[config.mk]
export PLATFORM = sky130hd
export DESIGN_NAME = output_compare_channel
export DESIGN_NICKNAME = d
export VERILOG_FILES = /design/src/core/ocmp_pkg.sv /design/src/core/ocmp_sync.sv /design/src/core/output_compare_channel.sv
export SDC_FILE = /design/constraint.sdc
export NUM_CORES = 1
export LEC_CHECK = 0
export BUFFER_PORTS_ARGS = -buffer_cell sky130_fd_sc_hd__clkbuf_2
export CAP_MARGIN = 20
export CORE_MARGIN = 2
export CORE_UTILIZATION = 45
export CTS_BUF_LIST = sky130_fd_sc_hd__clkbuf_2 sky130_fd_sc_hd__clkbuf_4 sky130_fd_sc_hd__clkbuf_8
export CTS_CLUSTER_SIZE = 20
export DETAILED_ROUTE_END_ITERATION = 16
export GPL_ROUTABILITY_DRIVEN = 0
export PLACE_DENSITY = 0.77
export SLEW_MARGIN = 25
export SYNTH_ARGS = -nofsm -noshare
export SYNTH_HDL_FRONTEND = slang
export SYNTH_SLANG_ARGS = --single-unit
[constraint.sdc]
create_clock -name CLK_SYS -period 4.3 [get_ports CLK_SYS]
set_clock_uncertainty 0.15 [all_clocks]
set_input_delay 0.43 -clock CLK_SYS [delete_from_list [all_inputs] [get_ports CLK_SYS]]
set_output_delay 0.43 -clock CLK_SYS [all_outputs]
set_load 0.02 [all_outputs]
[src/core/ocmp_pkg.sv]
/*
 * package for the output compare channel: register map, field layout,
 * reset values and mode encodings.
 * assumes a 32-bit classic wishbone bus with word-aligned registers.
 */
package ocmp_pkg;

	// ==========================================================
	// register offsets (byte addresses)
	localparam logic [7:0] OFF_CONTROL = 8'h00;
	localparam logic [7:0] OFF_COMPARE = 8'h04;
	localparam logic [7:0] OFF_DUTY = 8'h08;
	localparam logic [7:0] OFF_STATUS = 8'h0c;
	localparam logic [7:0] OFF_MASK = 8'h10;
	localparam logic [7:0] OFF_STATE = 8'h14;

	// ==========================================================
	// control field positions
	localparam int BIT_IDLE_STOP = 13;
	localparam int BIT_FAULT = 4;
	localparam int BIT_TBSEL = 3;
	localparam int MODE_LSB = 0;
	localparam int MODE_W = 3;
	localparam logic [15:0] CTRL_WMASK = 16'h200f;
	localparam logic [15:0] CTRL_RESET = 16'h0000;
	localparam logic [15:0] CMP_RESET = 16'h0000;

	// ==========================================================
	// status / mask bits
	localparam int EVT_W = 2;
	localparam int EVT_MATCH = 0;
	localparam int EVT_FAULT = 1;

	// ==========================================================
	// mode encodings
	typedef enum logic [2:0] {
		MODE_OFF = 3'b000,
		MODE_SET_HI = 3'b001,
		MODE_SET_LO = 3'b010,
		MODE_TOGGLE = 3'b011,
		MODE_ONE_PULSE = 3'b100,
		MODE_CONT_PULSE = 3'b101,
		MODE_PWM = 3'b110,
		MODE_PWM_FLT = 3'b111
	} mode_type;

	// carrier for the two selectable timebase counts
	typedef struct packed {
		logic [15:0] second_timebase;
		logic [15:0] first_timebase;
	} timebase_type;

endpackage

[src/core/ocmp_sync.sv]
/*
 * two-flip-flop synchroniser for asynchronous single-bit levels.
 * assumes the first stage feeds only the second stage.
 */
`timescale 1ns/100ps
`default_nettype none
module ocmp_sync
(
	input wire logic clk,
	input wire logic rst_n,
	input wire logic din,
	output logic dout
);
	logic meta_r;
	logic meta_nxt;
	logic dout_nxt;

	// ==========================================================
	// two stages; only the second one is ever read
	always_comb
	begin
		meta_nxt = din;
		dout_nxt = meta_r;
	end

	always_ff @(posedge clk or negedge rst_n)
	begin
		if (!rst_n)
		begin
			meta_r <= 1'b0;
			dout <= 1'b0;
		end
		else
		begin
			meta_r <= meta_nxt;
			dout <= dout_nxt;
		end
	end
endmodule // ocmp_sync
`default_nettype wire

[src/core/output_compare_channel.sv]
/*
 * output compare channel: compares a selected 16-bit timebase against a
 * stored value and drives the compare output pin in one of eight modes.
 * assumes the timebase counts arrive on CLK_SYS, the fault pin and the
 * idle indication are asynchronous, and software uses classic wishbone.
 */
`timescale 1ns/100ps
`default_nettype none
module output_compare_channel
	import ocmp_pkg::*;
(
	input wire logic CLK_SYS,
	input wire logic ARST_N,
	input wire logic WB_CYC_I,
	input wire logic WB_STB_I,
	input wire logic WB_WE_I,
	input wire logic [7:0] WB_ADR_I,
	input wire logic [3:0] WB_SEL_I,
	input wire logic [31:0] WB_DAT_I,
	output logic [31:0] WB_DAT_O,
	output logic WB_ACK_O,
	input wire timebase_type TIMEBASE,
	input wire logic CPU_IDLE,
	input wire logic FAULT_PIN_N,
	output logic COMPARE_OUTPUT_PIN,
	output logic IRQ
);
	logic rst_meta_r;
	logic rst_n;
	logic idle_s;
	logic fault_n_s;

	// ==========================================================
	// reset release through two flops, constants only under reset
	always_ff @(posedge CLK_SYS or negedge ARST_N)
	begin
		if (!ARST_N)
		begin
			rst_meta_r <= 1'b0;
			rst_n <= 1'b0;
		end
		else
		begin
			rst_meta_r <= 1'b1;
			rst_n <= rst_meta_r;
		end
	end

	// pin inputs synchronised before any logic reads them
	ocmp_sync u_sync_idle (.clk(CLK_SYS), .rst_n(rst_n), .din(CPU_IDLE), .dout(idle_s));
	ocmp_sync u_sync_flt (.clk(CLK_SYS), .rst_n(rst_n), .din(FAULT_PIN_N), .dout(fault_n_s));

	// ==========================================================
	// register state
	logic idle_stop_ctl_r, idle_stop_ctl_nxt;
	logic pwm_fault_flag_r, pwm_fault_flag_nxt;
	logic timebase_select_r, timebase_select_nxt;
	mode_type compare_mode_sel_r, compare_mode_sel_nxt;
	logic [15:0] cmp_r, cmp_nxt;
	logic [15:0] duty_r, duty_nxt;
	logic [EVT_W-1:0] status_r, status_nxt;
	logic [EVT_W-1:0] mask_r, mask_nxt;
	logic [31:0] rdata_nxt;
	logic ack_nxt;
	logic out_r, out_nxt;
	logic pulse_done_r, pulse_done_nxt;
	logic [15:0] count;
	logic active;
	logic match;
	logic period_match;
	logic fault_evt;
	logic wr;
	logic rd;
	logic [15:0] ctrl_view;

	assign wr = WB_CYC_I && WB_STB_I && WB_WE_I && !WB_ACK_O;
	assign rd = WB_CYC_I && WB_STB_I && !WB_WE_I && !WB_ACK_O;
	// the selected timebase feeds the comparator
	assign count = timebase_select_r ? TIMEBASE.second_timebase : TIMEBASE.first_timebase;
	// halted while idle if asked, and mode 000 never matches and only holds the pin low
	assign active = (compare_mode_sel_r != MODE_OFF) && !(idle_stop_ctl_r && idle_s);
	assign match = active && (count == cmp_r);
	// pwm period ends where the timer wraps to zero; compare register sets the high width, duty register is unused
	assign period_match = active && (count == 16'h0000);
	assign fault_evt = (compare_mode_sel_r == MODE_PWM_FLT) && !fault_n_s && !pwm_fault_flag_r;
	// unimplemented bits are constant zero in the view
	assign ctrl_view = {2'b00, idle_stop_ctl_r, 8'h00, pwm_fault_flag_r, timebase_select_r,
		compare_mode_sel_r};

	// ==========================================================
	// bus slave: one-cycle ack, unmapped reads return zero
	always_comb
	begin
		idle_stop_ctl_nxt = idle_stop_ctl_r;
		timebase_select_nxt = timebase_select_r;
		compare_mode_sel_nxt = compare_mode_sel_r;
		cmp_nxt = cmp_r;
		duty_nxt = duty_r;
		mask_nxt = mask_r;
		rdata_nxt = 32'h0000_0000;
		ack_nxt = WB_CYC_I && WB_STB_I && !WB_ACK_O;
		if (wr && WB_SEL_I[0] && WB_SEL_I[1])
		begin
			case (WB_ADR_I)
				OFF_CONTROL:
				begin
					idle_stop_ctl_nxt = WB_DAT_I[BIT_IDLE_STOP];
					timebase_select_nxt = WB_DAT_I[BIT_TBSEL];
					compare_mode_sel_nxt = mode_type'(WB_DAT_I[MODE_LSB +: MODE_W]);
				end
				OFF_COMPARE: cmp_nxt = WB_DAT_I[15:0];
				OFF_DUTY: duty_nxt = WB_DAT_I[15:0];
				OFF_MASK: mask_nxt = WB_DAT_I[EVT_W-1:0];
				default: ;
			endcase
		end
		if (rd)
		begin
			case (WB_ADR_I)
				OFF_CONTROL: rdata_nxt = {16'h0000, ctrl_view};
				OFF_COMPARE: rdata_nxt = {16'h0000, cmp_r};
				OFF_DUTY: rdata_nxt = {16'h0000, duty_r};
				OFF_STATUS: rdata_nxt = {30'h0, status_r};
				OFF_MASK: rdata_nxt = {30'h0, mask_r};
				OFF_STATE: rdata_nxt = {31'h0, out_r};
				default: rdata_nxt = 32'h0000_0000;
			endcase
		end
	end

	// ==========================================================
	// fault flag and sticky status; set beats the read-clear
	always_comb
	begin
		pwm_fault_flag_nxt = pwm_fault_flag_r;
		// hardware clears the flag once the fault pin goes inactive or the mode leaves 111; software cannot write it
		if (compare_mode_sel_r != MODE_PWM_FLT || fault_n_s)
			pwm_fault_flag_nxt = 1'b0;
		if (fault_evt)
			pwm_fault_flag_nxt = 1'b1;
		status_nxt = status_r;
		if (rd && WB_ADR_I == OFF_STATUS)
			status_nxt = '0;
		if (match)
			status_nxt[EVT_MATCH] = 1'b1;
		if (fault_evt)
			status_nxt[EVT_FAULT] = 1'b1;
	end

	// ==========================================================
	// output pin behaviour per mode
	always_comb
	begin
		out_nxt = out_r;
		pulse_done_nxt = pulse_done_r;
		if (compare_mode_sel_nxt != compare_mode_sel_r)
		begin
			// entering a mode sets its initial level
			out_nxt = (compare_mode_sel_nxt == MODE_SET_LO);
			pulse_done_nxt = 1'b0;
		end
		else if (active)
		begin
			case (compare_mode_sel_r)
				MODE_SET_HI: if (match) out_nxt = 1'b1;
				MODE_SET_LO: if (match) out_nxt = 1'b0;
				MODE_TOGGLE: if (match) out_nxt = !out_r;
				MODE_ONE_PULSE:
				begin
					// rise on compare, fall on duty match, then stay low
					if (match && !pulse_done_r)
						out_nxt = 1'b1;
					else if (out_r && count == duty_r)
					begin
						out_nxt = 1'b0;
						pulse_done_nxt = 1'b1;
					end
				end
				MODE_CONT_PULSE:
				begin
					if (match)
						out_nxt = 1'b1;
					else if (count == duty_r)
						out_nxt = 1'b0;
				end
				MODE_PWM, MODE_PWM_FLT:
				begin
					// high from wrap until compare; fault forces low in 111 only
					if (period_match)
						out_nxt = (cmp_r != 16'h0000);
					else if (match)
						out_nxt = 1'b0;
					if (compare_mode_sel_r == MODE_PWM_FLT && (pwm_fault_flag_r || !fault_n_s))
						out_nxt = 1'b0;
				end
				default: out_nxt = out_r;
			endcase
		end
		else if (compare_mode_sel_r == MODE_OFF)
			out_nxt = 1'b0;
	end

	// ==========================================================
	// registers
	always_ff @(posedge CLK_SYS or negedge rst_n)
	begin
		if (!rst_n)
		begin
			idle_stop_ctl_r <= CTRL_RESET[BIT_IDLE_STOP];
			pwm_fault_flag_r <= CTRL_RESET[BIT_FAULT];
			timebase_select_r <= CTRL_RESET[BIT_TBSEL];
			compare_mode_sel_r <= MODE_OFF;
			cmp_r <= CMP_RESET;
			duty_r <= CMP_RESET;
			status_r <= '0;
			mask_r <= '0;
			WB_DAT_O <= 32'h0000_0000;
			WB_ACK_O <= 1'b0;
			out_r <= 1'b0;
			pulse_done_r <= 1'b0;
			COMPARE_OUTPUT_PIN <= 1'b0;
			IRQ <= 1'b0;
		end
		else
		begin
			idle_stop_ctl_r <= idle_stop_ctl_nxt;
			pwm_fault_flag_r <= pwm_fault_flag_nxt;
			timebase_select_r <= timebase_select_nxt;
			compare_mode_sel_r <= compare_mode_sel_nxt;
			cmp_r <= cmp_nxt;
			duty_r <= duty_nxt;
			status_r <= status_nxt;
			mask_r <= mask_nxt;
			WB_DAT_O <= rdata_nxt;
			WB_ACK_O <= ack_nxt;
			out_r <= out_nxt;
			pulse_done_r <= pulse_done_nxt;
			COMPARE_OUTPUT_PIN <= out_nxt;
			IRQ <= |(status_nxt & mask_nxt);
		end
	end

	// ==========================================================
	// assertions
	property p_idle_halt;
		@(posedge CLK_SYS) disable iff (!rst_n)
		(idle_stop_ctl_r && idle_s && compare_mode_sel_nxt == compare_mode_sel_r)
			|-> !match ##1 $stable(COMPARE_OUTPUT_PIN);
	endproperty
	a_idle_halt: assert property (p_idle_halt) else $error("match while halted in idle");

	property p_fault_set;
		@(posedge CLK_SYS) disable iff (!rst_n)
		fault_evt |=> pwm_fault_flag_r && status_r[EVT_FAULT];
	endproperty
	a_fault_set: assert property (p_fault_set) else $error("fault not flagged");

	property p_fault_only_111;
		@(posedge CLK_SYS) disable iff (!rst_n)
		(compare_mode_sel_r != MODE_PWM_FLT) |=> !pwm_fault_flag_r || $past(fault_evt);
	endproperty
	a_fault_only_111: assert property (p_fault_only_111) else $error("fault flag outside mode 111");

	property p_tbsel;
		@(posedge CLK_SYS) disable iff (!rst_n)
		(active && (TIMEBASE.first_timebase == cmp_r) != (TIMEBASE.second_timebase == cmp_r))
			|-> match == (timebase_select_r == (TIMEBASE.second_timebase == cmp_r));
	endproperty
	a_tbsel: assert property (p_tbsel) else $error("wrong timebase");

	property p_pwm_fault_low;
		@(posedge CLK_SYS) disable iff (!rst_n)
		(compare_mode_sel_r == MODE_PWM_FLT && $past(compare_mode_sel_r) == MODE_PWM_FLT
			&& compare_mode_sel_nxt == MODE_PWM_FLT && pwm_fault_flag_r && active) |=> !COMPARE_OUTPUT_PIN;
	endproperty
	a_pwm_fault_low: assert property (p_pwm_fault_low) else $error("pwm high under fault");

	property p_toggle;
		@(posedge CLK_SYS) disable iff (!rst_n)
		(compare_mode_sel_r == MODE_TOGGLE && match && compare_mode_sel_nxt == MODE_TOGGLE)
			|=> COMPARE_OUTPUT_PIN != $past(COMPARE_OUTPUT_PIN);
	endproperty
	a_toggle: assert property (p_toggle) else $error("toggle missed");

	property p_set_hi;
		@(posedge CLK_SYS) disable iff (!rst_n)
		(compare_mode_sel_r == MODE_SET_HI && match && compare_mode_sel_nxt == MODE_SET_HI)
			|=> COMPARE_OUTPUT_PIN ##1 COMPARE_OUTPUT_PIN || $changed(compare_mode_sel_r);
	endproperty
	a_set_hi: assert property (p_set_hi) else $error("match did not force high");

	property p_init_lo_hi;
		@(posedge CLK_SYS) disable iff (!rst_n)
		$changed(compare_mode_sel_r) |-> COMPARE_OUTPUT_PIN == (compare_mode_sel_r == MODE_SET_LO);
	endproperty
	a_init_lo_hi: assert property (p_init_lo_hi) else $error("wrong initial level");

	property p_off_quiet;
		@(posedge CLK_SYS) disable iff (!rst_n)
		(compare_mode_sel_r == MODE_OFF)[*2] |-> !COMPARE_OUTPUT_PIN && !match;
	endproperty
	a_off_quiet: assert property (p_off_quiet) else $error("activity while disabled");

	property p_ctrl_zero;
		@(posedge CLK_SYS) disable iff (!rst_n)
		(rd && WB_ADR_I == OFF_CONTROL) |=> (WB_DAT_O & ~32'(CTRL_WMASK | 16'h0010)) == 32'h0;
	endproperty
	a_ctrl_zero: assert property (p_ctrl_zero) else $error("unimplemented bits nonzero");

	property p_match_def;
		@(posedge CLK_SYS) disable iff (!rst_n)
		(active && count == cmp_r) |=> status_r[EVT_MATCH];
	endproperty
	a_match_def: assert property (p_match_def) else $error("match not recorded");

	c_toggle: cover property (@(posedge CLK_SYS) disable iff (!rst_n)
		compare_mode_sel_r == MODE_TOGGLE && match);
	c_fault: cover property (@(posedge CLK_SYS) disable iff (!rst_n) fault_evt);
	c_one_pulse: cover property (@(posedge CLK_SYS) disable iff (!rst_n)
		compare_mode_sel_r == MODE_ONE_PULSE && pulse_done_r);
	c_irq: cover property (@(posedge CLK_SYS) disable iff (!rst_n) IRQ);
endmodule // output_compare_channel
`default_nettype wire

After elaboration in Yosys (flattened, before gate mapping)
Index checks and enable logic that the tools add are counted.
- equal/unequal tests: 23
- mux-type cells: 30
- reduce and logical (&&, ||, !) cells: 44
- bitwise operators: 1
- operator list (operator ; count):
    16-bit one-hot mux with 6 select lines ; 1
    16-bit equality test ; 2
    16-bit two-way mux ; 2
    1-bit two-way mux ; 21
    1-bit logical AND ; 18
    8-bit by 4-bit equality test with 1-bit output, second input constant ; 2
    8-bit by 5-bit equality test with 1-bit output, second input constant ; 2
    16-bit zero test ; 1
    16-bit nonzero test ; 1
    3-bit equality test, second input constant ; 4
    5-bit != test, second input constant ; 2
    3-bit by 2-bit equality test with 1-bit output, second input constant ; 3
    8-bit by 3-bit equality test with 1-bit output, second input constant ; 1
    8-bit zero test ; 1
    4-bit != test, second input constant ; 2
    8-bit by 1-bit != test with 1-bit output, second input constant ; 1
    2-bit nonzero test ; 4
    1-bit zero test ; 7
    2-bit two-way mux ; 3
    3-bit two-way mux ; 2
    1-bit one-hot mux with 6 select lines ; 1
    2-bit AND reduction ; 3
    6-bit AND reduction ; 1
    3-bit nonzero test ; 2
    9 further kinds ; 11
- word-level logic and storage cells: 117
- output and inout port bits: 35
- flip-flop bits (word level): 84

Depth between registers and ports, before layout
Gate-level depths: netlist of run 1.
- depth in word-level cells: 10
- mapped depth: 9
- depth with buffers taken out: 7

Hierarchy
A second synthesis of run 1 with hierarchy kept.
- cells, all modules: 329
- area total of the unflattened synthesis: 3644.7 µm²
- modules (own cells, without submodules) (module ; seq. area each (µm²) ; area an instance (µm²) ; cells each ; times used):
    output_compare_channel ; 1601.5 ; 3544.6 ; 325 ; 1
    ocmp_sync ; 50.0 ; 50.0 ; 2 ; 2

Least setup slack after synthesis of run 1
No wires, ideal clock.
- kind: input port to flip-flop
- start point: input port WB_ADR_I[7]
- end point: register cmp_r[0]
- setup slack: 1.904 ns
- path buffers: 2
- library setup time: 0.125 ns
- cell stages on the path: 9
- arrival time: 2.122 ns
- cells stage by stage: nor2_1 nor4b_2 nor2b_1 clkbuf_1 nand2_1 nor2_1 nand2_1 clkbuf_1 mux2_2
- longest elaborated chain between the ends: 2
- RTL lines (item ; RTL line ; RTL):
    from (decl) ; output_compare_channel.sv:17 ; input wire logic [7:0] WB_ADR_I,
    8-bit by 3-bit equality test with 1-bit output ; output_compare_channel.sv:104 ; case (WB_ADR_I)
    2-bit AND reduction (no source line) ; -- ;
    to (signal assigned) ; output_compare_channel.sv:230 ; cmp_r <= cmp_nxt;
    to (decl) ; output_compare_channel.sv:59 ; logic [15:0] cmp_r, cmp_nxt;
No other way between the ends.
A chain may end at the register's enable or synchronous reset.

Worst setup path after layout of run 1
- start point: register timebase_select_r
- end point: register out_r
- longest elaborated chain between the ends: 9
- elaborated cells on any way between the ends: 21
- classes of those cells: 6 x eq/ne; 9 x mux; 6 x reduce/logical
- RTL lines (item ; RTL line ; RTL):
    from (decl) ; output_compare_channel.sv:57 ; logic timebase_select_r, timebase_select_nxt;
    from (signal assigned) ; output_compare_channel.sv:211 ; timebase_select_r <= CTRL_RESET[BIT_TBSEL];
    from (signal assigned) ; output_compare_channel.sv:228 ; timebase_select_r <= timebase_select_nxt;
    16-bit two-way mux * ; output_compare_channel.sv:79 ; assign count = timebase_select_r ? TIMEBASE.second_timebase : TIMEBASE.first_timebase;
    16-bit equality test ; output_compare_channel.sv:82 ; assign match = active && (count == cmp_r);
    1-bit logical AND ; output_compare_channel.sv:82 ;
    1-bit two-way mux ; output_compare_channel.sv:166, output_compare_channel.sv:191 ;
    1-bit two-way mux ; output_compare_channel.sv:189 ; if (period_match)
    1-bit two-way mux ; output_compare_channel.sv:193 ; if (compare_mode_sel_r == MODE_PWM_FLT && (pwm_fault_flag_r || !fault_n_s))
    1-bit one-hot mux with 6 select lines ; output_compare_channel.sv:164 ; case (compare_mode_sel_r)
    1-bit two-way mux ; output_compare_channel.sv:162 ; else if (active)
    1-bit two-way mux ; output_compare_channel.sv:156 ; if (compare_mode_sel_nxt != compare_mode_sel_r)
    to (signal assigned) ; output_compare_channel.sv:236 ; out_r <= out_nxt;
    to (decl) ; output_compare_channel.sv:65 ; logic out_r, out_nxt;
Mark *: on every way between the ends. The rest lies on a longest branch, timed or not.

==> results list, run 1 <==
- Outcome: complete, no violations
- The worst pin sits at a relative slew slack of between 40% and 50%.
* HP Start: FAULT_PIN_N
- In this run the critical register-to-register path is launched from timebase_select_r.
- Data on the critical path is required at its endpoint by roughly 4400 ps.
- The HPWL after detailed placement is 6620 um.
- Count of yosys warnings during synthesis: 0
- Wire per inst: around 17 um
* Number of synthesized flops with an enable pin: 0
- Number of nets with antenna violations after routing: 0
- First-pass GRT wire length: between 10000 and 15000 um
- Leading cell types by total area after synthesis: sky130_fd_sc_hd__dfrtp_1, sky130_fd_sc_hd__mux2_2, sky130_fd_sc_hd__xnor2_1, sky130_fd_sc_hd__mux2i_1, sky130_fd_sc_hd__buf_4
* Flop pwr share: between 50% and 60%
- Sum of overflow across all layers after global routing: 0
* Number of buffers created by CTS: 9
* Final max-slew violation count: 0
- Period utilization: between 60% and 70%
* Number of nets in the finished design: between 500 and 600
- Entering global routing, the biggest net connects 67 pins.
- Total power divided by cell area: about 290 mW/mm2
- Most used flip-flop cell after synthesis: sky130_fd_sc_hd__dfrtp_1
* Largest stage delay, worst path: between 700 and 800 ps
- Setup repair after global routing missed its margin: false
- IR analysis of the VDD net gives a maximum drop of ~0.00018 V.
- Pint: a little under 1 mW
* Switching power total: roughly 0.31 mW
* I/O pin count: approximately 120
* Count of vias placed by the detailed router: between 2000 and 3000
* Critical path's slowest cell: sky130_fd_sc_hd__dfrtp_2
- Sequential elements use about 45% of the synthesized area.
* Classification of the worst-slack hold path: in2reg
- CTS root buffer: sky130_fd_sc_hd__clkbuf_8
- Drt first pass iters: 4
* Proportion of synthesized flip-flops having asynchronous set or reset: 100%
- Synthesis produced a netlist whose cell count is approximately 340.
- CP startpoint kind: flip-flop
- Setup-failing EPs final: 0
- The die covers between 0.009 and 0.01 mm2.
* Fillers: between 700 and 800
- For this run, design rule violations remaining after detail routing come to 0.
- For the pin with the worst max-slew slack, the measured transition is between 800 and 900 ps.
- Classification of the worst setup path: reg2reg
- CTS saw 68 sinks.
- The die is about 95 um wide.
- Unique cell type count in the Yosys netlist: 47
- Summing all flip-flop and latch instances after layout gives between 0.0015 and 0.002 mm2.
- In this run the core area contains 33 standard-cell rows.
- Area used by multi-input combinational logic: approximately 0.0019 mm2
- The detailed router finished its first iteration with 172 violations.
* H-tree levels: 3
- Synth Register Bits: between 60 and 70
- Portion of total power attributed to combinational logic: a little under a tenth
- The mapped netlist covers between 0.003 and 0.004 mm2.
- Compared with the post-synthesis result, the final layout area differs by 17.1%.
- Global routing consumed, over all layers together, around a fifth of the routing resources.
* Number of antenna violations at the first check in global routing: 0
- Final standard cell count with taps included and fillers excluded: 530
- Effective utilization at floorplan: around 46%
- Accumulated negative setup slack: 0 ps
* Chain of cells forming the critical path: mux2i_1 -> xnor2_1 -> nor4_1 -> nand4_1 -> nand2b_1 -> a31oi_1 -> a221o_1
- The analysis attributes to cell leakage a power of 2.04 nW.
* Ratio of cells with drive above 1 in the final layout: between 30% and 40%
- At the worst endpoint, the arrival time is around 3000 ps.
* Element type at the critical path end: flip-flop
- The total count of hold-check failures in the final report was 0.
- # Max-Cap Violations: 0
* Area share of the largest cell type after synthesis: 45.3%
- The count of buffers added on input and output ports is 83.
- Syn_area_per_cell: 11.2 um2
- Proportion of total power due to net switching: between 20 and 25%
* CTS max path bufs: 2
- The core region is approximately 0.0081 mm2.
- Setup repair bufs after CTS: 0
* Count of placed standard cells including taps: between 500 and 600
- Die height: 95.4 um
* Post-layout min period: roughly 2900 ps
- Of all cell types, the one taking the most synthesized area is sky130_fd_sc_hd__dfrtp_1.
- Launch point of the critical path: timebase_select_r
- The later pin in the worst-skew pair is clocked with a latency of between 300 and 400 ps.
- Using the TritonRoute via totals, the vias-per-cell ratio works out to between 5 and 6.
- Per report_power, the clock group accounts for approximately two fifths of the total.
- Via count of the first global-routing pass: ~2800
* Clock Pin Slew Worst Setup and Hold Paths: 70 ps
- The number of antenna diodes in the final layout is 0.
* Kind of cell adding the most delay to the critical path: simple AND/OR/NAND/NOR gates
- Highest clock rate: about 340 MHz
- Wire length after detailed routing: 8780 um
* Critical path peak fanout: 22
- TritonCTS clock tree: yes
* Buffering stage count on the worst path with inverters included: 0
[Yosys cell counts, drive strengths merged (4+ instances only)]
| library cell | n |
|---|---|
| mux2i | 23 |
| mux2 | 39 |
| xnor2 | 32 |
| dfrtp | 68 |
| nand2b | 4 |
| a22oi | 11 |
| o21ai | 7 |
| buf | 21 |
| nor4 | 17 |
| nand4 | 10 |
| nor2 | 29 |
| nor3 | 4 |
| a21oi | 10 |
| clkbuf | 10 |
| nand2 | 10 |
[cell families (layout without fill, tap and decap cells)]
family	Yosys count	count (layout)	synth area share [%]
buf+inv	34	108	5.83
compound gates	43	43	7.89
flops	68	68	45.3
simple gates	92	92	14.2
other cells	2	17	0.200
mux	62	62	18.4
xor+xnor	35	35	8.16
[metrics by stage]
step	power (mW)	utilization (%)	area, um2	worst slack, ps	hold slack [ps]
2_1_floorplan	0.736	-	3810	1900	-15.6
3_3_place_gp	0.776	51.5	4190	1200	66.7
3_5_place_dp	0.778	51.5	4190	1130	66.5
4_1_cts	1.30	54.1	4400	1120	25.1
5_1_grt	1.35	54.1	4400	1220	25.3
6_report	1.29	54.1	4400	1380	37.3
[placed cells by master, fill, tap and decap left out, types with 2 or more instances in the layout]
master | netlist | routed
sky130_fd_sc_hd__xnor2_1 | 32 | 32
sky130_fd_sc_hd__xor2_1 | 3 | 3
sky130_fd_sc_hd__nand4b_1 | 2 | 2
sky130_fd_sc_hd__dfrtp_1 | 68 | 66
sky130_fd_sc_hd__and2_1 | 2 | 2
sky130_fd_sc_hd__o21ai_0 | 6 | 6
sky130_fd_sc_hd__dfrtp_2 | 0 | 2
sky130_fd_sc_hd__clkbuf_2 | 0 | 83
sky130_fd_sc_hd__nand2_1 | 10 | 10
sky130_fd_sc_hd__conb_1 | 2 | 17
sky130_fd_sc_hd__clkbuf_8 | 0 | 10
sky130_fd_sc_hd__a21oi_1 | 10 | 10
sky130_fd_sc_hd__nand2b_1 | 4 | 4
sky130_fd_sc_hd__nor4_1 | 13 | 13
sky130_fd_sc_hd__nand4_1 | 9 | 9
sky130_fd_sc_hd__o2111ai_1 | 2 | 2
sky130_fd_sc_hd__a31oi_1 | 3 | 3
sky130_fd_sc_hd__inv_1 | 3 | 3
sky130_fd_sc_hd__buf_4 | 16 | 5
sky130_fd_sc_hd__mux2i_2 | 6 | 6
sky130_fd_sc_hd__nor4_2 | 4 | 4
sky130_fd_sc_hd__nor2_1 | 29 | 29
sky130_fd_sc_hd__o21a_1 | 2 | 2
sky130_fd_sc_hd__nor3_1 | 4 | 4
sky130_fd_sc_hd__nand3_1 | 3 | 3
sky130_fd_sc_hd__nor4b_1 | 2 | 2
sky130_fd_sc_hd__nor2b_1 | 2 | 2
sky130_fd_sc_hd__mux2_2 | 39 | 39
sky130_fd_sc_hd__mux2i_1 | 17 | 17
sky130_fd_sc_hd__a22oi_1 | 11 | 11
sky130_fd_sc_hd__nand3b_1 | 2 | 2
sky130_fd_sc_hd__clkinv_2 | 0 | 3
[worst reg2reg max path, cell delays in order (launching register included)]
cell and delay, ps:
sky130_fd_sc_hd__dfrtp_2 770, sky130_fd_sc_hd__mux2i_1 440, sky130_fd_sc_hd__xnor2_1 120, sky130_fd_sc_hd__nor4_1 480, sky130_fd_sc_hd__nand4_1 240, sky130_fd_sc_hd__nand2b_1 160, sky130_fd_sc_hd__a31oi_1 90, sky130_fd_sc_hd__a221o_1 360
[layout make-up]
| cell class | count | share of cell area (%) |
|---|---|---|
| clock buffer | 11 | 3.30 |
| clock inverter | 5 | 1.19 |
| multi-input combinational | 249 | 43.0 |
| timing repair buffer | 89 | 10.5 |
| sequential | 68 | 38.7 |
| inverter | 3 | 0.256 |
| tap | 105 | 2.99 |
[what timing repair did]
item | in CTS | in global routing
endpoints found under the hold margin | 2 | 0
hold buffers | 1 | 0
gates resized for setup | 0 | 0
endpoints found under the setup margin | 0 | 0
[state kept, by name, indices dropped and copies added (netlist names)]
| register | cells |
|---|---|
| WB_DAT_O | 16 |
| cmp_r | 16 |
| duty_r | 16 |
| compare_mode_sel_r | 3 |
| mask_r | 2 |
| status_r | 2 |
| IRQ | 1 |
| WB_ACK_O | 1 |
| idle_stop_ctl_r | 1 |
| out_r | 1 |
| pulse_done_r | 1 |
| pwm_fault_flag_r | 1 |
| rst_meta_r | 1 |
| rst_n | 1 |
| timebase_select_r | 1 |
| u_sync_flt.dout | 1 |
| u_sync_flt.dout_nxt | 1 |
| u_sync_idle.dout | 1 |
| u_sync_idle.dout_nxt | 1 |
[power by group through the flow]
stage          logic [mW]  registers [mW]  clock network, mW
2_1_floorplan      0.0676           0.668                  0
3_3_place_gp        0.115           0.660                  0
3_5_place_dp        0.117           0.660                  0
4_1_cts             0.119           0.648              0.535
5_1_grt             0.132           0.648              0.568
6_report            0.118           0.648              0.526
[worst paths after layout]
path	cells after the start	endpoint	slack (ps)
worst max-delay path	7	out_r	1380
worst min-delay path	1	u_sync_flt.dout_nxt	40
worst max register to register	7	out_r	1380
worst min register to register	0	u_sync_idle.dout	200
max in group asynchronous	1	timebase_select_r	3120
min in group asynchronous	2	rst_meta_r	250
[metal layers]
layer  global-route usage (%)  part of all wire [%]  vias to the layer above  wire length (um)
met2                     32.1                    48                      100              4180
met5                        0                     0                        -                 0
met3                     3.08                   5.0                       14               436
met4                     11.6                   2.8                        0               245
li1                         -                     -                     1360                 -
met1                     28.7                    45                     1383              3920
(Power assumes the default switching activity.)
==> run 2: changes to the inputs <==
--- a/config.mk
+++ b/config.mk
@@ -13,7 +13,7 @@
 export CTS_CLUSTER_SIZE = 20
 export DETAILED_ROUTE_END_ITERATION = 16
 export GPL_ROUTABILITY_DRIVEN = 0
-export PLACE_DENSITY = 0.77
+export PLACE_DENSITY = 0.8
 export SLEW_MARGIN = 25
 export SYNTH_ARGS = -nofsm -noshare
 export SYNTH_HDL_FRONTEND = slang
==> constraint.sdc (replaced) <==
create_clock -name CLK_SYS -period 2.64 [get_ports CLK_SYS]
set_clock_uncertainty 0.15 [all_clocks]
set_input_delay 0.264 -clock CLK_SYS [delete_from_list [all_inputs] [get_ports CLK_SYS]]
set_output_delay 0.264 -clock CLK_SYS [all_outputs]
set_load 0.02 [all_outputs]
==> run 2 against run 1 <==
  * Combinational power increased by 93%
  * First-iteration DRC count increased by 73%
  * Total power increased by 78%
  * Worst hold slack got worse by 17 ps
  * Largest power group unchanged
  * Highest routed layer unchanged
==> results list, run 2 (synthesis gave the netlist of run 1 again) <==
- The transition time at the pin with the least slew margin is 616 ps (-205 ps).
- The clock transition at the registers of the reported paths came to 70 ps (about the same).
- The worst register-to-register path ends at out_r.
- The part of the total power dissipated in the clock network is 43.9% (+3.2 points).
- Leakage Power: 2.21 nW (+8.4%)
- The combinational cell fraction of total power is 9.9% (+0.8 points).
- The number of levels the H-tree was split into came to 3 (unchanged).
- Relative to the synthesized area, the layout overhead comes to 28.5%.
- Sum of overflow across all layers after global routing: 0 (unchanged)
- Number of nets in the finished design: 522 (+3.8%)
- The detailed-placement wirelength estimate was 7090 um (+7.0%).
* Data arrival time of the worst path: 2720 ps (-280 ps)
- The proportion of layout cells with a drive suffix above 1 came to 43.2% (+6.1 points).
- The global-route wire length before repair came to 14700 um (+3.3%).
- Cells on worst reg2reg path: 8 (+1)
* Final max-slew violation count: 0 (unchanged)
* Post-route cell area: 0.00483 mm2 (+9.7%)
- End of the critical path: out_r
- The final instance count without filler cells is 549 (+3.6%).
- The switching part of the total was 23.1% (-1.3 points).
- The total internal power was 1.77 mW (+81%).
* Hold slack: 20.1 ps (-17.2 ps)
- Pre-CTS setup slack: 55.9 ps (-1070 ps)
- Classification of the worst setup path: reg2reg
- Wire length after detailed routing: 9920 um (+13%)
- The initial standard-cell utilization of the core came to 46.2% (unchanged).
- Total number of placement rows: 33 (unchanged)
- In this run the critical register-to-register path is launched from timebase_select_r.
- Switching power total: 0.529 mW (+68%)
- Count of vias placed by the detailed router: 3095 (+8.3%)
* Most common cell after layout, fill and taps aside: sky130_fd_sc_hd__clkbuf_2
* # Max-Cap Violations: 0 (unchanged)
- Top library cells by usage in the layout, fill and taps aside: sky130_fd_sc_hd__clkbuf_2, sky130_fd_sc_hd__dfrtp_1, sky130_fd_sc_hd__mux2_2
* Period utilization: 98.1% (+30 points)
- Setup repair after global routing could not meet its margin everywhere.
- The data required time at the worst endpoint is 2770 ps (-1610 ps).
* Classification of the worst-slack hold path: in2reg
- The highest achievable clock rate came to 386 MHz (+13%).
- Element type at the critical path end: flip-flop
- The number of buffers added by the clock tree synthesis step was 9 (unchanged).
- The largest registers in the layout are WB_DAT_O (16), cmp_r (16), duty_r (16).
* Fillers: 640 (-9.5%)
* Die height: 95.4 um (unchanged)
- Die Area: 0.00909 mm2 (unchanged)
- The total power per unit cell area came to 475 mW/mm2 (+62%).
* Drt first pass iters: 5 (+1)
* Drt via density: 5.64 (+4.6%)
- Wire per inst: 18.1 um (+9.1%)
- The total number of clock tree sinks was 68 (unchanged).
- Cell area after placement: 0.00428 mm2 (+2.1%)
- Horizontal die dimension: 95.4 um (unchanged)
- Setup-failing EPs final: 0 (unchanged)
- First DRT Iteration DRCs: 297 (+73%)
* Critical path peak fanout: 6 (-73%)
- The flow ran to the end, and the final reports show no timing, DRC or antenna violations.
- Number of antenna violations at the first check in global routing: 0 (unchanged)
- Flop pwr share: 46.2% (-4.0 points)
- Floorplan core area: 0.00813 mm2 (unchanged)
- Clock latency on the worst-skew pair: 350 ps (about the same)
- The pin count of the biggest net entering global routing came to 29 (-57%).
- PortBufs: 83 (unchanged)
- Reg-to-reg setup timing slack: 50 ps (-1330 ps)
* Worst-case setup margin in the final layout: 51.1 ps (-1330 ps)
- The top-level I/O count came to 118 (unchanged).
- The clock period minus worst slack was 2590 ps (-327 ps).
- Detailed-route DRC error count: 0 (unchanged)
* Launch point of the critical path: timebase_select_r
- The clock tree buffer depth is 2 (unchanged).
- The global-route total usage across every layer is 21.9% (+0.87 points).
- Via count of the first global-routing pass: 2960 (+4.1%)
* CP startpoint kind: flip-flop
- The relative slew slack came to 58.4% (+13 points).
- The maximum ir drop on the vdd rail was 0.000269 V (+52%).
- Count of placed standard cells including taps: 523 (+1.9%)
- In this run the clock root is driven by a sky130_fd_sc_hd__clkbuf_8.
- TritonCTS built the clock tree.
- The residual antenna-violating net count after detailed routing was 0 (unchanged).
- The number of inserted diodes is 0 (unchanged).
- The total count of hold-check failures in the final report is 0 (unchanged).
==> run 2: cell types whose count changed in the layout (fill, tap and decap cells not counted), sizes merged <==
cell,change
dlygate4sd3,+2
clkinv,-3
clkbuf,+4
buf,+15
bufinv,+1
==> run 2: area by class of cell <==
| class | instances | area (um2) | share of cell area (%) |
|---|---|---|---|
| clock buffers | 13 | 173 | 3.58 |
| well taps | 105 | 131 | 2.72 |
| repair buffers | 108 | 666 | 13.8 |
| inverters | 3 | 11.3 | 0.233 |
| clock inverters | 3 | 67.6 | 1.40 |
| flip-flops and latches | 68 | 1700 | 35.3 |
| multi-input cells | 249 | 2070 | 43.0 |
==> run 2: stage by stage <==
step | power, mW | utilization, % | setup TNS, ps
floorplan | 1.20 | - | 0
global placement | 1.27 | 52.6 | 0
detailed placement | 1.28 | 52.6 | 0
CTS | 2.28 | 55.9 | 0
global route | 2.38 | 59.3 | -41.0
finish | 2.29 | 59.3 | 0
==> run 2: worst min path at each step <==
| stage | start | to | slack, ps | cells past startpoint |
|---|---|---|---|---|
| after floorplan | ARST_N | rst_meta_r | -180 | 0 |
| after global placement | ARST_N | rst_meta_r | -90 | 1 |
| after CTS | WB_DAT_I[10] | duty_r[10] | 10 | 2 |
| after global routing | WB_DAT_I[7] | cmp_r[7] | 10 | 2 |
| after detailed placement | ARST_N | rst_meta_r | -100 | 1 |
| final | WB_DAT_I[6] | duty_r[6] | 20 | 2 |
==> run 2: routing by layer <==
layer | routed length [um] | vias up | global-route usage (%)
met3 | 824 | 30 | 4.19
li1 | - | 1392 | -
met4 | 273 | 0 | 9.18
met1 | 3960 | 1517 | 27.9
met5 | 0 | - | 0
met2 | 4870 | 156 | 36.4
==> run 2: power by group through the flow <==
stage	sequential (mW)	clock, mW	combinational, mW
after floorplan	1.09	0	0.110
after global routing	1.06	1.07	0.247
final	1.06	1.01	0.228
after global placement	1.08	0	0.191
after CTS	1.06	1.02	0.200
after detailed placement	1.08	0	0.196
==> run 2: what timing repair did <==
item | in CTS | in global routing
setup buffers | 0 | 4
hold buffers | 3 | 0
gates resized for setup | 0 | 31
setup endpoints to repair | 0 | 1
hold endpoints to repair | 4 | 0
==> run 2: critical path: stages (launching register included) <==
cell and delay (ps):
sky130_fd_sc_hd__dfrtp_2 470, sky130_fd_sc_hd__clkbuf_16 210, sky130_fd_sc_hd__mux2i_4 280, sky130_fd_sc_hd__xnor2_1 110, sky130_fd_sc_hd__nor4_2 340, sky130_fd_sc_hd__nand4_2 200, sky130_fd_sc_hd__o41a_1 370, sky130_fd_sc_hd__a211oi_2 230
sky130_fd_sc_hd__a221o_1 160
==> run 3: changes to the inputs <==
--- a/config.mk
+++ b/config.mk
@@ -10,10 +10,11 @@
 export CORE_MARGIN = 2
 export CORE_UTILIZATION = 45
 export CTS_BUF_LIST = sky130_fd_sc_hd__clkbuf_2 sky130_fd_sc_hd__clkbuf_4 sky130_fd_sc_hd__clkbuf_8
-export CTS_CLUSTER_SIZE = 20
+export CTS_CLUSTER_SIZE = 10
 export DETAILED_ROUTE_END_ITERATION = 16
 export GPL_ROUTABILITY_DRIVEN = 0
 export PLACE_DENSITY = 0.8
+export RECOVER_POWER = 25
 export SLEW_MARGIN = 25
 export SYNTH_ARGS = -nofsm -noshare
 export SYNTH_HDL_FRONTEND = slang
==> run 3 against run 2 <==
  * Utilization shrank 0.077 points
  * Non-clock buffer count is the same
  * Flip-flop and latch count is the same
  * Register-to-register slack is essentially flat
  * Sequential share of layout area is essentially flat
  * Wire length is essentially flat
  * First-iteration DRC count grew 17%
  * Via count grew 0.42%
  * Sequential power is essentially flat
  * Fmax grew 0.30%
  * Total power is essentially flat
  * Final area shrank 0.13%
==> results list, run 3 (synthesis gave the netlist of run 1 again) <==
* Effective utilization at floorplan: 46.2% (unchanged)
- The data required time at the worst endpoint came to 2720 ps (-50 ps).
* # Max-Cap Violations: 0 (unchanged)
- The data arrival time at the worst-slack endpoint came to 2660 ps (-60 ps).
- Accumulated negative setup slack: 0 ps (unchanged)
* Proportion of total power due to net switching: 23.1% (+0.054 points)
- The vertical extent of the die came to 95.4 um (unchanged).
- The worst hold path begins at WB_DAT_I[10].
- Sum of overflow across all layers after global routing: 0 (unchanged)
* Source of the worst register-to-register timing path: timebase_select_r
- Portion of total power attributed to combinational logic: 9.9% (about the same)
- The floorplan row count was 33 (unchanged).
* Setup-failing EPs final: 0 (unchanged)
* Launch point of the critical path: timebase_select_r
* Overall global routing resource usage: 21.9% (unchanged)
- Die Area: 0.00909 mm2 (unchanged)
- Least-Margin Pin Slew: 1110 ps (+494 ps)
- Cell area after placement: 0.00428 mm2 (unchanged)
* TritonCTS clock tree: yes
- Critical path peak fanout: 6 (unchanged)
- The library cell used most frequently in the layout, excluding fill and tap cells, is sky130_fd_sc_hd__clkbuf_2.
- Final max-slew violation count: 0 (unchanged)
- Post-route cell area: 0.00482 mm2 (-0.13%)
* Fillers: 641 (+0.16%)
- The overall via count from detail_route came to 3108 (+0.42%).
* Drt first pass iters: 9 (+4)
- Classification of the worst-slack hold path: in2reg
* Clock Pin Slew Worst Setup and Hold Paths: 70 ps (about the same)
- CTS root buffer: sky130_fd_sc_hd__clkbuf_8
* Total power divided by cell area: 476 mW/mm2 (+0.14%)
- Ant diodes: 0 (unchanged)
- Post-layout min period: 2580 ps (-7.62 ps)
- Flop pwr share: 46.2% (about the same)
- The per-cell routed wire length was 18.1 um (about the same).
- Horizontal die dimension: 95.4 um (unchanged)
* Period utilization: 97.8% (-0.29 points)
- I/O pin count: 118 (unchanged)
- The placement-stage worst setup slack was 55.9 ps (unchanged).
- The highest achievable clock rate was 387 MHz (+0.30%).
* Final hold vios: 0 (unchanged)
- The total wirelength of the detailed-routed design is 9910 um (about the same).
- The part of the total power dissipated in the clock network is 43.9% (about the same).
- The proportion of layout cells with a drive suffix above 1 is 42.6% (-0.68 points).
- The pin count of the biggest net entering global routing was 29 (unchanged).
- The detail-routed via count per cell is 5.66 (+0.42%).
- In the layout the commonest cells are sky130_fd_sc_hd__clkbuf_2, sky130_fd_sc_hd__dfrtp_1, sky130_fd_sc_hd__mux2_2.
- First DRT Iteration DRCs: 348 (+17%)
- The clock latency on the worst-skew pair came to 350 ps (about the same).
* H-tree levels: 3 (unchanged)
- The number of remaining DRC errors is 0 (unchanged).
* Classification of the worst setup path: reg2reg
- Setup repair after global routing could not meet its margin everywhere.
* Number of nets with antenna violations after routing: 0 (unchanged)
- PortBufs: 83 (unchanged)
- The setup slack after layout came to 58.7 ps (+7.62 ps).
* Floorplan core area: 0.00813 mm2 (unchanged)
- Outcome: complete, no violations
- Number of antenna violations at the first check in global routing: 0 (unchanged)
- The static leakage is 2.20 nW (-0.25%).
- The number of buffers added by the clock tree synthesis step came to 9 (unchanged).
* Element type at the critical path end: flip-flop
- CP startpoint kind: flip-flop
- The detailed-placement wirelength estimate came to 7090 um (unchanged).
* CTS max path bufs: 2 (unchanged)
- The relative slew slack is 26.0% (-32 points).
* First-pass GRT wire length: 14700 um (unchanged)
* Area added between synthesis and finish: 28.3%
- The maximum ir drop on the vdd rail is 0.000268 V (-0.13%).
- Switching power total: 0.530 mW (+0.24%)
* Via count of the first global-routing pass: 2960 (unchanged)
- Number of nets in the finished design: 522 (unchanged)
- Regs by FF count: WB_DAT_O (16), cmp_r (16), duty_r (16)
- Number of clock sinks seen by CTS: 68 (unchanged)
- Pint: 1.76 mW (about the same)
run 3: changes by cell type in the layout (fill, tap and decap cells not counted), sizes merged:
| cell | previous run | this run |
|---|---|---|
| clkbuf | 98 | 99 |
| buf | 20 | 19 |
run 3: critical path: stages (launching register included):
cell and delay [ps]:
sky130_fd_sc_hd__dfrtp_2 470, sky130_fd_sc_hd__clkbuf_16 210, sky130_fd_sc_hd__mux2i_4 270, sky130_fd_sc_hd__xnor2_1 110, sky130_fd_sc_hd__nor4_2 340, sky130_fd_sc_hd__nand4_2 200
sky130_fd_sc_hd__buf_6 180, sky130_fd_sc_hd__o21ai_2 130, sky130_fd_sc_hd__a31oi_1 60, sky130_fd_sc_hd__a221o_1 330
run 3: cell type report:
type / instances / area, um2 / area share, %
multi-input combinational: 249 / 2070 / 43.0
sequential: 68 / 1700 / 35.3
timing repair buffer: 108 / 661 / 13.7
clock buffer: 13 / 173 / 3.58
tap: 105 / 131 / 2.73
clock inverter: 3 / 67.6 / 1.40
inverter: 3 / 11.3 / 0.234
run 3: what timing repair did:
item,CTS,global route
hold buffers,3,0
hold endpoints to repair,4,0
endpoints found under the setup margin,0,1
buffers inserted,0,4
gates resized for setup,0,31
run 3: path summary, 6_finish.rpt:
check                                  endpoint  slack [ps]  cells past startpoint
worst max-delay path                      out_r          60                      9
worst min-delay path                 duty_r[10]          20                      2
worst max register to register            out_r          60                      9
worst min register to register        duty_r[2]         180                      0
max in group asynchronous       u_sync_flt.dout         680                      1
min in group asynchronous            rst_meta_r          80                      2
run 3: stage by stage:
step / total power, mW / hold slack [ps] / std cells / util, %
after global routing: 2.38 / 12.5 / 549 / 59.3
after detailed placement: 1.28 / -95.3 / 523 / 52.6
after floorplan: 1.20 / -182 / 351 / -
after global placement: 1.27 / -92.8 / 523 / 52.6
final: 2.29 / 18.4 / 549 / 59.3
after CTS: 2.28 / 11.4 / 542 / 55.9
run 3: power groups by stage:
stage	Clock [mW]	Sequential [mW]	Combinational (mW)
CTS	1.02	1.06	0.200
finish	1.01	1.06	0.227
detailed placement	0	1.08	0.196
global placement	0	1.08	0.191
global route	1.07	1.06	0.247
floorplan	0	1.09	0.110
run 3: routing by layer:
metal  vias up  track usage (%)  wire length, um
met1      1516             27.9             3910
li1       1398                -                -
met3        22             4.19              843
met2       172             36.4             4930
met5         -                0                0
met4         0             9.18              226
